### src/verilog/afi_pkg.sv
// Purpose: shared constants for the two-bank interrupt controller
// Assumes: word-aligned register access, paddr carries byte address bits 8:2
// Notes:   normal bank width may be raised up to 32 by editing NORMAL_BANK_WIDTH

package afi_pkg;

    // ==========================================================
    // bank widths
    localparam int NORMAL_BANK_WIDTH = 8;
    localparam int FAST_BANK_WIDTH = 1;
    localparam int DATA_WIDTH = NORMAL_BANK_WIDTH;
    localparam int ADDR_WIDTH = 7;

    // ==========================================================
    // byte offsets from the block base
    localparam logic [8:0] OFF_NORMAL_MASKED = 9'h000;
    localparam logic [8:0] OFF_NORMAL_RAW = 9'h004;
    localparam logic [8:0] OFF_NORMAL_MASK_SET = 9'h008;
    localparam logic [8:0] OFF_NORMAL_MASK_CLR = 9'h00c;
    localparam logic [8:0] OFF_SOFT_TRIGGER = 9'h010;
    localparam logic [8:0] OFF_NORMAL_PATTERN = 9'h014;
    localparam logic [8:0] OFF_NORMAL_SELECT = 9'h018;
    localparam logic [8:0] OFF_FAST_MASKED = 9'h100;
    localparam logic [8:0] OFF_FAST_RAW = 9'h104;
    localparam logic [8:0] OFF_FAST_MASK_SET = 9'h108;
    localparam logic [8:0] OFF_FAST_MASK_CLR = 9'h10c;
    localparam logic [8:0] OFF_FAST_PATTERN = 9'h114;
    localparam logic [8:0] OFF_FAST_SELECT = 9'h118;

    // ==========================================================
    // field positions
    localparam int SOFT_BIT = 1;
    localparam int SELECT_BIT = 0;
    localparam int SHARED_BIT = 0;

    // ==========================================================
    // values after reset
    localparam logic [DATA_WIDTH-1:0] WORD_RESET = 8'h00;
    localparam logic SOFT_RESET = 1'h0;
    localparam logic REQ_N_RESET = 1'h1;

endpackage : afi_pkg

### src/verilog/afi_sync.sv
// Purpose: three-stage input synchroniser with agreement filter
// Assumes: inputs are asynchronous levels
// Notes:   a change passes once stages two and three agree
`timescale 1ns/1ps

module afi_sync #(
    parameter int W = 1
) (
    input wire logic clk,
    input wire logic rstN,
    input wire logic [W-1:0] din,
    output logic [W-1:0] dout
);

    typedef struct packed {
        logic [W-1:0] s1;
        logic [W-1:0] s2;
        logic [W-1:0] s3;
        logic [W-1:0] held;
    } afi_sync_state_t;

    afi_sync_state_t st;
    afi_sync_state_t next_st;

    // ==========================================================
    // per-bit agreement filter; stage one feeds only stage two
    always_comb begin
        next_st = st;
        next_st.s1 = din;
        next_st.s2 = st.s1;
        next_st.s3 = st.s2;
        for (int i = 0; i < W; i++) begin
            if (st.s2[i] == st.s3[i]) begin
                next_st.held[i] = st.s3[i];
            end
        end
    end

    always_ff @(posedge clk or negedge rstN) begin
        if (!rstN) begin
            st <= '0;
        end else begin
            st <= next_st;
        end
    end

    assign dout = st.held;

endmodule : afi_sync

### src/verilog/afi_bank.sv
// Purpose: one interrupt bank: mask, test pattern, source select, status
// Assumes: write strobes are single-cycle and already decoded
// Notes:   status is combinational from synchronised sources
`timescale 1ns/1ps

module afi_bank
    import afi_pkg::*;
#(
    parameter int W = 8
) (
    input wire logic clk,
    input wire logic rstN,
    input wire logic [W-1:0] sourcesIn,
    input wire logic [W-1:0] wdata,
    input wire logic wrMaskSet,
    input wire logic wrMaskClr,
    input wire logic wrPattern,
    input wire logic wrSelect,
    output logic [W-1:0] mask,
    output logic [W-1:0] pattern,
    output logic testSelect,
    output logic [W-1:0] unmasked_status,
    output logic [W-1:0] maskedStatus
);

    typedef struct packed {
        logic [W-1:0] mask;
        logic [W-1:0] pattern;
        logic testSelect;
    } afi_bank_state_t;

    afi_bank_state_t st;
    afi_bank_state_t next_st;

    always_comb begin
        next_st = st;
        if (wrMaskSet) begin
            next_st.mask = st.mask | wdata;
        end else if (wrMaskClr) begin
            next_st.mask = st.mask & ~wdata;
        end
        if (wrPattern) begin
            next_st.pattern = wdata;
        end
        if (wrSelect) begin
            next_st.testSelect = wdata[SELECT_BIT];
        end
    end

    // mask only moves through the set and clear strobes
    always_ff @(posedge clk or negedge rstN) begin
        if (!rstN) begin
            st <= '0;
        end else begin
            st <= next_st;
        end
    end

    assign mask = st.mask;
    assign pattern = st.pattern;
    assign testSelect = st.testSelect;
    assign unmasked_status = st.testSelect ? st.pattern : sourcesIn;
    assign maskedStatus = unmasked_status & st.mask;

endmodule : afi_bank

### src/verilog/afi_ctrl.sv
// Purpose: peripheral-bus interrupt controller with normal and fast banks
// Assumes: bus master keeps paddr/pwrite stable through setup and enable
// Notes:   request outputs and read data are registered, one cycle behind
`timescale 1ns/1ps

module afi_ctrl
    import afi_pkg::*;
(
    input wire logic clk,
    input wire logic rstN,
    input wire logic blockSelect,
    input wire logic penable,
    input wire logic [ADDR_WIDTH-1:0] paddr,
    input wire logic pwrite,
    input wire logic [DATA_WIDTH-1:0] pwdata,
    output logic [DATA_WIDTH-1:0] prdata,
    input wire logic fastSourceIn,
    input wire logic [NORMAL_BANK_WIDTH-1:0] normalSourcesIn,
    output logic normalReqOutN,
    output logic fastReqOutN
);

    // ==========================================================
    // state
    typedef struct packed {
        logic softReq;
        logic [DATA_WIDTH-1:0] readWordReg;
        logic normalReqN;
        logic fastReqN;
    } afi_ctrl_state_t;

    afi_ctrl_state_t st;
    afi_ctrl_state_t next_st;

    logic [DATA_WIDTH-1:0] read_word_next;
    logic writeAccess;
    logic readSetup;

    logic wrNormSet;
    logic wrNormClr;
    logic wrSoft;
    logic wrNormPattern;
    logic wrNormSelect;
    logic wrFastSet;
    logic wrFastClr;
    logic wrFastPattern;
    logic wrFastSelect;

    logic [NORMAL_BANK_WIDTH-1:0] normSync;
    logic fastSync;
    logic [NORMAL_BANK_WIDTH-1:0] normSources;

    logic [NORMAL_BANK_WIDTH-1:0] normMask;
    logic [NORMAL_BANK_WIDTH-1:0] normPattern;
    logic normSelect;
    logic [NORMAL_BANK_WIDTH-1:0] normRaw;
    logic [NORMAL_BANK_WIDTH-1:0] normMasked;

    logic [FAST_BANK_WIDTH-1:0] fastMask;
    logic [FAST_BANK_WIDTH-1:0] fastPattern;
    logic fastSelect;
    logic [FAST_BANK_WIDTH-1:0] fastRaw;
    logic [FAST_BANK_WIDTH-1:0] fastMasked;

    // ==========================================================
    // source inputs
    // levels pass through the synchroniser; no edge capture is done here
    afi_sync #(
        .W(NORMAL_BANK_WIDTH + 1)
    ) u_srcSync (
        .clk(clk),
        .rstN(rstN),
        .din({fastSourceIn, normalSourcesIn}),
        .dout({fastSync, normSync})
    );

    // bit 1 is the soft source; bit 0 stays an ordinary input so the
    // fast source can be wired there as well
    always_comb begin
        normSources = normSync;
        normSources[SOFT_BIT] = st.softReq;
    end

    // ==========================================================
    // write decode
    assign writeAccess = blockSelect & penable & pwrite;
    assign readSetup = blockSelect & ~penable & ~pwrite;

    // read-only offsets decode to no strobe at all
    assign wrNormSet = writeAccess && (paddr == OFF_NORMAL_MASK_SET[8:2]);
    assign wrNormClr = writeAccess && (paddr == OFF_NORMAL_MASK_CLR[8:2]);
    assign wrSoft = writeAccess && (paddr == OFF_SOFT_TRIGGER[8:2]);
    assign wrNormPattern = writeAccess && (paddr == OFF_NORMAL_PATTERN[8:2]);
    assign wrNormSelect = writeAccess && (paddr == OFF_NORMAL_SELECT[8:2]);
    assign wrFastSet = writeAccess && (paddr == OFF_FAST_MASK_SET[8:2]);
    assign wrFastClr = writeAccess && (paddr == OFF_FAST_MASK_CLR[8:2]);
    assign wrFastPattern = writeAccess && (paddr == OFF_FAST_PATTERN[8:2]);
    assign wrFastSelect = writeAccess && (paddr == OFF_FAST_SELECT[8:2]);

    // ==========================================================
    // banks
    afi_bank #(
        .W(NORMAL_BANK_WIDTH)
    ) u_normalBank (
        .clk(clk),
        .rstN(rstN),
        .sourcesIn(normSources),
        .wdata(pwdata),
        .wrMaskSet(wrNormSet),
        .wrMaskClr(wrNormClr),
        .wrPattern(wrNormPattern),
        .wrSelect(wrNormSelect),
        .mask(normMask),
        .pattern(normPattern),
        .testSelect(normSelect),
        .unmasked_status(normRaw),
        .maskedStatus(normMasked)
    );

    // single slice at bit 0, no soft source
    afi_bank #(
        .W(FAST_BANK_WIDTH)
    ) u_fastBank (
        .clk(clk),
        .rstN(rstN),
        .sourcesIn(fastSync),
        .wdata(pwdata[0 +: FAST_BANK_WIDTH]),
        .wrMaskSet(wrFastSet),
        .wrMaskClr(wrFastClr),
        .wrPattern(wrFastPattern),
        .wrSelect(wrFastSelect),
        .mask(fastMask),
        .pattern(fastPattern),
        .testSelect(fastSelect),
        .unmasked_status(fastRaw),
        .maskedStatus(fastMasked)
    );

    // ==========================================================
    // read decode
    // software finds the source itself; no priority or vector here
    always_comb begin
        read_word_next = WORD_RESET;
        if (readSetup) begin
            case ({paddr, 2'h0})
                OFF_NORMAL_MASKED: read_word_next = normMasked;
                OFF_NORMAL_RAW: read_word_next = normRaw;
                OFF_NORMAL_MASK_SET: read_word_next = normMask;
                OFF_NORMAL_PATTERN: read_word_next = normPattern;
                OFF_NORMAL_SELECT: read_word_next = {7'h00, normSelect};
                OFF_FAST_MASKED: read_word_next = {7'h00, fastMasked};
                OFF_FAST_RAW: read_word_next = {7'h00, fastRaw};
                // upper mask bits are unimplemented; zero is one legal undefined
                OFF_FAST_MASK_SET: read_word_next = {7'h00, fastMask};
                OFF_FAST_PATTERN: read_word_next = {7'h00, fastPattern};
                OFF_FAST_SELECT: read_word_next = {7'h00, fastSelect};
                default: read_word_next = WORD_RESET;
            endcase
        end
    end

    // ==========================================================
    // next state
    always_comb begin
        next_st = st;
        next_st.readWordReg = read_word_next;
        if (wrSoft) begin
            next_st.softReq = pwdata[SOFT_BIT];
        end
        next_st.normalReqN = ~|normMasked;
        next_st.fastReqN = ~fastMasked[0];
    end

    always_ff @(posedge clk or negedge rstN) begin
        if (!rstN) begin
            st.softReq <= SOFT_RESET;
            st.readWordReg <= WORD_RESET;
            st.normalReqN <= REQ_N_RESET;
            st.fastReqN <= REQ_N_RESET;
        end else begin
            st <= next_st;
        end
    end

    // registered outputs keep the big read mux off the bus timing path
    assign prdata = st.readWordReg;
    assign normalReqOutN = st.normalReqN;
    assign fastReqOutN = st.fastReqN;

    // ==========================================================
    // assertions
    property p_maskSet;
        @(posedge clk) disable iff (!rstN)
        wrNormSet |=> normMask == ($past(normMask) | $past(pwdata));
    endproperty
    a_maskSet: assert property (p_maskSet)
        else $error("mask set write did not or-in data");

    property p_maskClr;
        @(posedge clk) disable iff (!rstN)
        wrNormClr |=> normMask == ($past(normMask) & ~$past(pwdata));
    endproperty
    a_maskClr: assert property (p_maskClr)
        else $error("mask clear write did not clear data bits");

    property p_maskHold;
        @(posedge clk) disable iff (!rstN)
        !(wrNormSet || wrNormClr) |=> $stable(normMask);
    endproperty
    a_maskHold: assert property (p_maskHold)
        else $error("normal mask changed without set or clear write");

    property p_fastMaskHold;
        @(posedge clk) disable iff (!rstN)
        !(wrFastSet || wrFastClr) |=> $stable(fastMask);
    endproperty
    a_fastMaskHold: assert property (p_fastMaskHold)
        else $error("fast mask changed without set or clear write");

    property p_resetMask;
        @(posedge clk)
        !rstN |-> (normMask == '0) && (fastMask == '0) && normalReqOutN && fastReqOutN;
    endproperty
    a_resetMask: assert property (p_resetMask)
        else $error("masks or requests not cleared in reset");

    property p_maskedAnd;
        @(posedge clk) disable iff (!rstN)
        (normMasked == (normRaw & normMask)) && (fastMasked == (fastRaw & fastMask));
    endproperty
    a_maskedAnd: assert property (p_maskedAnd)
        else $error("masked status is not raw and mask");

    property p_normReq;
        @(posedge clk) disable iff (!rstN)
        (|normMasked) |=> !normalReqOutN;
    endproperty
    a_normReq: assert property (p_normReq)
        else $error("normal request not asserted one cycle after masked bit");

    property p_normIdle;
        @(posedge clk) disable iff (!rstN)
        (normMasked == '0) |=> normalReqOutN;
    endproperty
    a_normIdle: assert property (p_normIdle)
        else $error("normal request asserted with nothing enabled and active");

    property p_fastReq;
        @(posedge clk) disable iff (!rstN)
        ##1 fastReqOutN == !$past(fastRaw[0] & fastMask[0]);
    endproperty
    a_fastReq: assert property (p_fastReq)
        else $error("fast request is not inverse of masked fast bit");

    property p_soft;
        @(posedge clk) disable iff (!rstN)
        wrSoft |=> (st.softReq == $past(pwdata[SOFT_BIT]));
    endproperty
    a_soft: assert property (p_soft)
        else $error("soft write did not follow data bit 1");

    property p_softRaw;
        @(posedge clk) disable iff (!rstN)
        (!normSelect && $rose(st.softReq)) |-> normRaw[SOFT_BIT];
    endproperty
    a_softRaw: assert property (p_softRaw)
        else $error("soft interrupt not visible in raw status bit 1");

    property p_testSelect;
        @(posedge clk) disable iff (!rstN)
        normSelect |-> (normRaw == normPattern);
    endproperty
    a_testSelect: assert property (p_testSelect)
        else $error("test pattern not substituted for sources");

    property p_readMask;
        @(posedge clk) disable iff (!rstN)
        (readSetup && paddr == OFF_NORMAL_MASK_SET[8:2])
            |=> prdata == $past(normMask);
    endproperty
    a_readMask: assert property (p_readMask)
        else $error("read of normal mask returned wrong data");

    property p_readUnmapped;
        @(posedge clk) disable iff (!rstN)
        (readSetup && (paddr == OFF_NORMAL_MASK_CLR[8:2] || paddr == OFF_SOFT_TRIGGER[8:2]))
            |=> prdata == WORD_RESET;
    endproperty
    a_readUnmapped: assert property (p_readUnmapped)
        else $error("write-only location did not read as zero");

    property p_noSelect;
        @(posedge clk) disable iff (!rstN)
        !blockSelect |=> prdata == WORD_RESET;
    endproperty
    a_noSelect: assert property (p_noSelect)
        else $error("read data driven without block select");

    property p_fastMaskSet;
        @(posedge clk) disable iff (!rstN)
        wrFastSet |=> fastMask == ($past(fastMask) | $past(pwdata[0]));
    endproperty
    a_fastMaskSet: assert property (p_fastMaskSet)
        else $error("fast mask set write did not or-in data bit 0");

    property p_fastMaskClr;
        @(posedge clk) disable iff (!rstN)
        wrFastClr |=> fastMask == ($past(fastMask) & ~$past(pwdata[0]));
    endproperty
    a_fastMaskClr: assert property (p_fastMaskClr)
        else $error("fast mask clear write did not clear data bit 0");

    // soft source only moves on a soft write
    property p_softHold;
        @(posedge clk) disable iff (!rstN)
        !wrSoft |=> $stable(st.softReq);
    endproperty
    a_softHold: assert property (p_softHold)
        else $error("soft interrupt changed without a soft write");

    property p_readRaw;
        @(posedge clk) disable iff (!rstN)
        (readSetup && paddr == OFF_NORMAL_RAW[8:2])
            |=> prdata == $past(normRaw);
    endproperty
    a_readRaw: assert property (p_readRaw)
        else $error("read of normal raw status returned wrong data");

    property p_readFastMask;
        @(posedge clk) disable iff (!rstN)
        (readSetup && paddr == OFF_FAST_MASK_SET[8:2])
            |=> prdata == {7'h00, $past(fastMask)};
    endproperty
    a_readFastMask: assert property (p_readFastMask)
        else $error("read of fast mask returned wrong data");

    c_softRequest: cover property (@(posedge clk) disable iff (!rstN)
        wrSoft && pwdata[SOFT_BIT] ##2 !normalReqOutN);
    c_fastRequest: cover property (@(posedge clk) disable iff (!rstN)
        $fell(fastReqOutN));
    c_testMode: cover property (@(posedge clk) disable iff (!rstN)
        normSelect && fastSelect && (normRaw != '0));
    c_rawRead: cover property (@(posedge clk) disable iff (!rstN)
        readSetup && (paddr == OFF_NORMAL_RAW[8:2]) ##1 (prdata != '0));
    c_fastTest: cover property (@(posedge clk) disable iff (!rstN)
        fastSelect && fastRaw[0]);

endmodule : afi_ctrl

### config.mk
export PLATFORM = sky130hd
export DESIGN_NAME = afi_ctrl
export DESIGN_NICKNAME = d
export VERILOG_FILES = /design/src/verilog/afi_pkg.sv /design/src/verilog/afi_sync.sv /design/src/verilog/afi_bank.sv /design/src/verilog/afi_ctrl.sv
export SDC_FILE = /design/constraint.sdc
export NUM_CORES = 1
export LEC_CHECK = 0
export ABC_CLOCK_PERIOD_IN_PS = 2100
export BUFFER_PORTS_ARGS = -buffer_cell sky130_fd_sc_hd__buf_2
export CORE_AREA = 2 2 72 74
export CTS_CLUSTER_DIAMETER = 40
export DETAILED_ROUTE_END_ITERATION = 6
export DIE_AREA = 0 0 74 76
export GPL_TIMING_DRIVEN = 0
export PLACE_DENSITY = 0.84
export SYNTH_ARGS = -nofsm -noshare
export SYNTH_HDL_FRONTEND = slang
export SYNTH_SLANG_ARGS = --single-unit
export TNS_END_PERCENT = 10
### constraint.sdc
create_clock -name clk -period 2.1 [get_ports clk]
set_input_delay 0.315 -clock clk [delete_from_list [all_inputs] [get_ports clk]]
set_output_delay 0.315 -clock clk [all_outputs]
set_load 0.1 [all_outputs]
Word level (Yosys, flattened, before mapping)
Cells that the tools add are included.
W data, S select, Z words.

cells by class
  equality and inequality tests = 20
  muxes and demuxes = 8
  bitwise operators = 15
  reduce and logical (&&, ||, !) cells = 14

operators by type and width
  kind                  number
  $pmux W8 S10          1
  $eq A7 B7 Y1 const B  6
  $mux W8               4
  $eq A7 B3 Y1 const B  3
  $and A8 B8 Y8         2
  $eq A7 B2 Y1 const B  2
  $logic_and A1 B1 Y1   9
  $eq A1 B1 Y1          8
  $not A8 Y8            1
  $or A8 B8 Y8          1
  $reduce_or A8 Y1      1
  $eq A7 B1 Y1 const B  1
  $logic_not A7 Y1      1
  $and A1 B1 Y1         6
  $not A1 Y1            4
  $reduce_bool A2 Y1    2
  $mux W1               3
  $logic_not A1 Y1      1
  $or A1 B1 Y1          1

storage, ports and cells
  register bits = 66
  bits of input ports = 29
  logic and storage cells = 78

Longest topological paths before layout
Gate-level depths: netlist of run 1.

  word-level depth = 5
  gate-level depth with buffers = 6
  gate-level depth less buffers = 4

By module
Synthesis of run 1 repeated with hierarchy kept, for this count alone.

unflattened totals
  cell total of the unflattened synthesis = 219
  area, all modules = 2879.0 um^2

by module, submodules not included
  module                    times used  cells each  area each (um^2)  seq. area each (um^2)
  afi_sync                  1           54          1069.8            900.9
  afi_bank at u_normalBank  1           62          840.8             425.4
  afi_ctrl                  1           94          834.6             277.8
  afi_bank at u_fastBank    1           9           133.9             75.1

Worst setup path after synthesis of run 1
OpenSTA, ideal clock, no wires.

  kind = input -> register
  from = in paddr[5]
  to = reg with a tool-made name
  arrival time = 1.612 ns
  required time = 1.973 ns
  slack = 0.361 ns
  cell stages on the path = 5
  path buffers = 1
  path through = or3_1 buf_6 nor4b_4 nand2_1 mux2_1

RTL lines
  element      line            text
  from (decl)  afi_ctrl.sv:13  input wire logic [ADDR_WIDTH-1:0] paddr,

==> results.cfg, run 1 <==
[status]
status = complete, no violations

[routing]
vias_per_cell = 5.37
drc_errors = 0
vias = 1675
ant_nets = 0
first_pass_iters = 4
drt-wirelength-per-cell_um = 15.1
drt-initial-drc-count = 175
routed_wirelength_um = 4720

[logic_synthesis]
synthesis.area_um2 = 2540
ys_ff_latch = 63
synth.avg_cell_area_um2 = 13.4
synth_cells = 190
ys_types = 30
synth_edf_count = 0
synth-async-reset-ratio_pct = 100
ys_warn_count = 0
ys_seq_area_share_pct = 62.0
synth_nets = 219
ys.flop_type = dfrtp_1

[run]
max_cap_violations = 0

[timing]
fin_ws_ns = 0.134
finClkSkew_ns = 0.00626
fin_crit_sh_pct = 93.6
timing.hold.ws_ns = 0.0506
post-route-min-period_ns = 1.97
drv_slew = 0
worst_slew_pin_slew_ns = 0.830
slew_headroom_pct = 44.2
rsz0062_at_grt = false
finalSetupViolCount = 0
fin_setup_tns_ns = 0
hold_violations = 0
fmax_mhz = 509

[floorplan]
die_w_um = 74
floorplan.initialDensity_pct = 51.8
die_h_um = 76
row_count = 26
fp.coreArea_um2 = 4910
die_area_um2 = 5620
io_pins = 39

[critical_path]
arrival_ns = 2.20
critPathKind = in2reg
endpoint_kind = flop
path_max_fanout = 10
crit_path_start_kind = input port
required_ns = 2.33

[clock_tree]
htreeDepth = 3
cts_buffers = 9
clockBufferDepth = 2
clkTransAtPathRegs_ns = 0.06
cts_sinks = 63
clock-root-buffer = clkbuf_8
cts_setup_buffers = 0
clock_latency_ns = 0.33
holdBufCountCts = 0
post_cts_resized = 0
cts_tree = built

[finish]
final_util_pct = 61.2
num_antenna_cells = 0
area_growth_pct = 18.1
nNetsFinal = 266
stdcell_count = 312
drive_above_1_share_pct = 32.6
final_common_cell = dfrtp_1
mostFrequentLayoutCells = 61 x dfrtp_1, 36 x buf_2, 22 x mux2_2
final_area_um2 = 3010

[pwr]
power_leakage_nw = 1.32
power.total_mw = 2.45
max-vdd-ir-drop_mv = 0.421
power_density_nw_per_um2 = 816

[global_route]
overflow = 0
grt_pass1_vias = 1633
grt_usage_pct = 18.9
grt_antenna_before_repair = 0
grt_first_pass_wirelength_um = 7950
grt_max_degree = 64

[placement]
place_ws_ns = -0.167
port_buffers = 36
routabilityCongestion = 0.837
dp.cells = 296
dp_hpwl_um = 3100
dpl_cell_area_um2 = 2810

[min_path]
hold_path.class = in2async
layout make-up:
class | instances | area (µm²)
clock inverter | 4 | 45.0
tap | 70 | 87.6
buffer | 7 | 35.0
sequential | 63 | 1580
clock buffer | 12 | 145
multi-input combinational | 118 | 923
fill | 379 | 1910
inverter | 2 | 7.51
timing repair buffer | 36 | 183
logic make-up after synthesis:
| family | synth area share (%) |
|---|---|
| compound gates | 7.57 |
| flops | 62.0 |
| fa+ha+maj | 3.15 |
| mux | 14.1 |
| buf+inv | 1.67 |
| simple gates | 11.5 |
synth_stat cells, types with 2 or more instances:
| master | instances | area (µm²) |
|---|---|---|
| o21ai_0 | 7 | 35.0 |
| inv_1 | 2 | 7.51 |
| mux2_1 | 8 | 90.1 |
| nand3_1 | 4 | 20.0 |
| mux2i_1 | 2 | 20.0 |
| dfstp_2 | 2 | 52.6 |
| nand4_1 | 2 | 12.5 |
| nand2_1 | 10 | 37.5 |
| nor2_1 | 7 | 26.3 |
| nor3b_1 | 9 | 67.6 |
| maj3_1 | 8 | 80.1 |
| nor3_1 | 5 | 25.0 |
| dfrtp_1 | 61 | 1530 |
| mux2_2 | 22 | 248 |
| or3_1 | 2 | 12.5 |
| o211ai_1 | 2 | 15.0 |
| a21oi_1 | 9 | 45.0 |
| clkbuf_1 | 5 | 18.8 |
| nor3_2 | 2 | 20.0 |
| a22oi_1 | 11 | 82.6 |
routing by layer:
| metal | part of all wire [%] | up-vias | global-route usage, % |
|---|---|---|---|
| met5 | 0 | - | 0 |
| met4 | 1.4 | 0 | 7.09 |
| met3 | 6.3 | 10 | 7.14 |
| met2 | 48 | 57 | 28.0 |
| met1 | 44 | 819 | 25.2 |
| li1 | - | 789 | - |
worst paths after layout:
kind                                                     start                         endpoint  cells past startpoint  slack [ns]
setup / recovery                                      paddr[0]              prdata[2]$_DFF_PN0_                      6        0.13
hold / removal                                            rstN  u_srcSync.next_st[18]$_DFF_PN0_                      1        0.05
setup reg to reg           u_normalBank.testSelect$_DFFE_PN0P_              prdata[3]$_DFF_PN0_                      5        0.32
hold reg to reg                u_srcSync.next_st[26]$_DFF_PN0_  u_srcSync.next_st[17]$_DFF_PN0_                      0        0.35
max in group asynchronous                                 rstN              prdata[2]$_DFF_PN0_                      1        1.55
min in group clk                            normalSourcesIn[5]  u_srcSync.next_st[23]$_DFF_PN0_                      1        0.09
worst max-delay path: stages:
cell and delay, ns:
buf_2 0.11, clkbuf_1 0.21, or3b_1 0.47, nor3_1 0.66
o21ai_0 0.21, a21oi_1 0.22
report_power, final:
group,switching [mW],internal (mW),total (mW)
clock,0.426,0.575,1.00
sequential,0.0249,1.26,1.29
combinational,0.0947,0.0679,0.163
total,0.546,1.91,2.45
(Power assumes the default switching activity.)
==> run 2, diff against run 1 <==
--- a/config.mk
+++ b/config.mk
@@ -11,7 +11,6 @@
 export CTS_CLUSTER_DIAMETER = 40
 export DETAILED_ROUTE_END_ITERATION = 6
 export DIE_AREA = 0 0 74 76
-export GPL_TIMING_DRIVEN = 0
 export PLACE_DENSITY = 0.84
 export SYNTH_ARGS = -nofsm -noshare
 export SYNTH_HDL_FRONTEND = slang
==> run 2 against run 1 <==
Clock skew fell by 0.00061 ns. Combinational power about the same. Sequential share of layout area is 0.61 points lower. Wire length fell by 2.2%. Critical path type is now reg2reg. Flip-flop and latch count stayed put.
==> results.cfg, run 2 (synthesized netlist as in run 1, its figures left out) <==
[status]
status = complete, no violations

[routing]
drt-initial-drc-count = 166
routed_wirelength_um = 4620
met2_length_um = 2180
first_pass_iters = 5
vias = 1703
drt-wirelength-per-cell_um = 14.8
drc_errors = 0
drt-met1-wl_um = 2120
met3_wirelength_um = 238
top_layer = met4
vias_per_cell = 5.44
ant_nets = 0

[critical_path]
arrival_ns = 1.81
path_max_fanout = 10
cp_slowest_cell = dfrtp_1
crit_chain = mux2_2 > nor3b_1 > o21ai_0 > a21oi_1
required_ns = 2.29
rr_worst_depth = 4
r2r-end = prdata[1]$_DFF_PN0_
timing.rr.start = u_normalBank.testSelect$_DFFE_PN0P_
rrSetupSlack_ns = 0.49
endpoint_kind = flop
crit_path_start_kind = flop
cpPeakStageDelay_ns = 0.60
critPathKind = reg2reg

[floorplan]
die_w_um = 74
fp.coreArea_um2 = 4910
die_area_um2 = 5620
row_count = 26
floorplan.initialDensity_pct = 51.8
io_pins = 39
die_h_um = 76

[global_route]
overflow = 0
grt_usage_pct = 18.3
grt_pass1_vias = 1622
grt_max_degree = 64
grt_antenna_before_repair = 0
grt_first_pass_wirelength_um = 7740

[timing]
worst_slew_pin_slew_ns = 0.551
finClkSkew_ns = 0.00565
fin_crit_sh_pct = 76.7
rsz0062_at_grt = false
drv_slew = 0
finalSetupViolCount = 0
fin_setup_tns_ns = 0
fmax_mhz = 621
hold_violations = 0
slew_headroom_pct = 62.8
post-route-min-period_ns = 1.61

[finish]
final_common_cell = dfrtp_1
mostFrequentLayoutCells = 61 x dfrtp_1, 37 x buf_2, 22 x mux2_2
regArea_um2 = 1580
num_antenna_cells = 0
area_growth_pct = 19.5
drive_above_1_share_pct = 35.4
num-fill-cells = 372
multi_input_area_um2 = 923
nNetsFinal = 268

[clock_tree]
post_cts_resized = 0
clock_latency_ns = 0.32
cts_buffers = 9
cts_tree = built
cts_sinks = 63
clkTransAtPathRegs_ns = 0.07
clockBufferDepth = 2
cts_setup_buffers = 0
clock-root-buffer = clkbuf_8
holdBufCountCts = 1
htreeDepth = 3

[placement]
routabilityCongestion = 0.856
port_buffers = 37
dp_hpwl_um = 3100

[run]
max_cap_violations = 0

[pwr]
power_density_nw_per_um2 = 786
max-vdd-ir-drop_mv = 0.417
power_leakage_nw = 1.35
power.total_mw = 2.39

[min_path]
min_path_cells = 1
min_from = normalSourcesIn[6]
whs_endpoint = u_srcSync.next_st[24]$_DFF_PN0_
hold_path.class = in2reg
run 2: cell types whose count changed in the layout (fill, tap and decap cells not counted), sizes merged:
cell | previous run | this run
bufinv | 1 | 0
clkinvlp | 0 | 1
dlygate4sd3 | 0 | 1
buf | 38 | 44
clkinv | 3 | 2
clkbuf | 17 | 12
run 2: worst max-delay path by stage:
stage | from | end | depth (start not counted)
2_1_floorplan | paddr[5] | flop | 5
3_3_place_gp | paddr[5] | flop | 6
3_5_place_dp | paddr[5] | flop | 6
4_1_cts | u_normalBank.testSelect$_DFFE_PN0P_ | prdata[6]$_DFF_PN0_ | 4
5_1_grt | u_normalBank.testSelect$_DFFE_PN0P_ | prdata[6]$_DFF_PN0_ | 4
6_report | u_normalBank.testSelect$_DFFE_PN0P_ | prdata[1]$_DFF_PN0_ | 4
run 2: layer usage:
layer  global-route usage, %  vias up
met3                    5.82        8
met5                       0        -
met1                    26.3      845
met2                    25.4       54
li1                        -      796
met4                    8.00        0
run 2: cell type report:
class                           count  area share (%)
Timing Repair Buffer               45            8.56
Clock buffer                       12            5.43
Clock inverter                      3           0.576
Sequential cell                    63            51.9
Tap cell                           70            2.88
Inverter                            2           0.247
Multi-Input combinational cell    118            30.4
run 2: per-stage QoR:
| stage | area, µm² | hold slack (ns) | instances | setup slack (ns) | util, % |
|---|---|---|---|---|---|
| finish | 3040 | 0.0951 | 313 | 0.489 | 61.9 |
| global route | 3040 | 0.0705 | 313 | 0.384 | 61.9 |
| CTS | 3040 | 0.0746 | 313 | 0.489 | 61.9 |
| detailed placement | 2850 | 0.335 | 297 | 0.228 | 58.0 |
| global placement | 2850 | 0.332 | 297 | 0.258 | 58.0 |
| floorplan | 2540 | 0.0194 | 190 | 0.361 | - |
run 2: critical path: cells and delay by family (launching register included):
| kind | cells | cell delay, ns |
|---|---|---|
| flops | 1 | 0.60 |
| compound gates | 2 | 0.32 |
| mux | 1 | 0.42 |
| simple gates | 1 | 0.15 |
run 2: where the power goes:
part / leakage [nW] / total (mW) / internal [mW] / switching (mW)
combinational: 0.454 / 0.164 / 0.0712 / 0.0924
clock: 0.0942 / 0.936 / 0.514 / 0.422
sequential: 0.798 / 1.29 / 1.26 / 0.0272
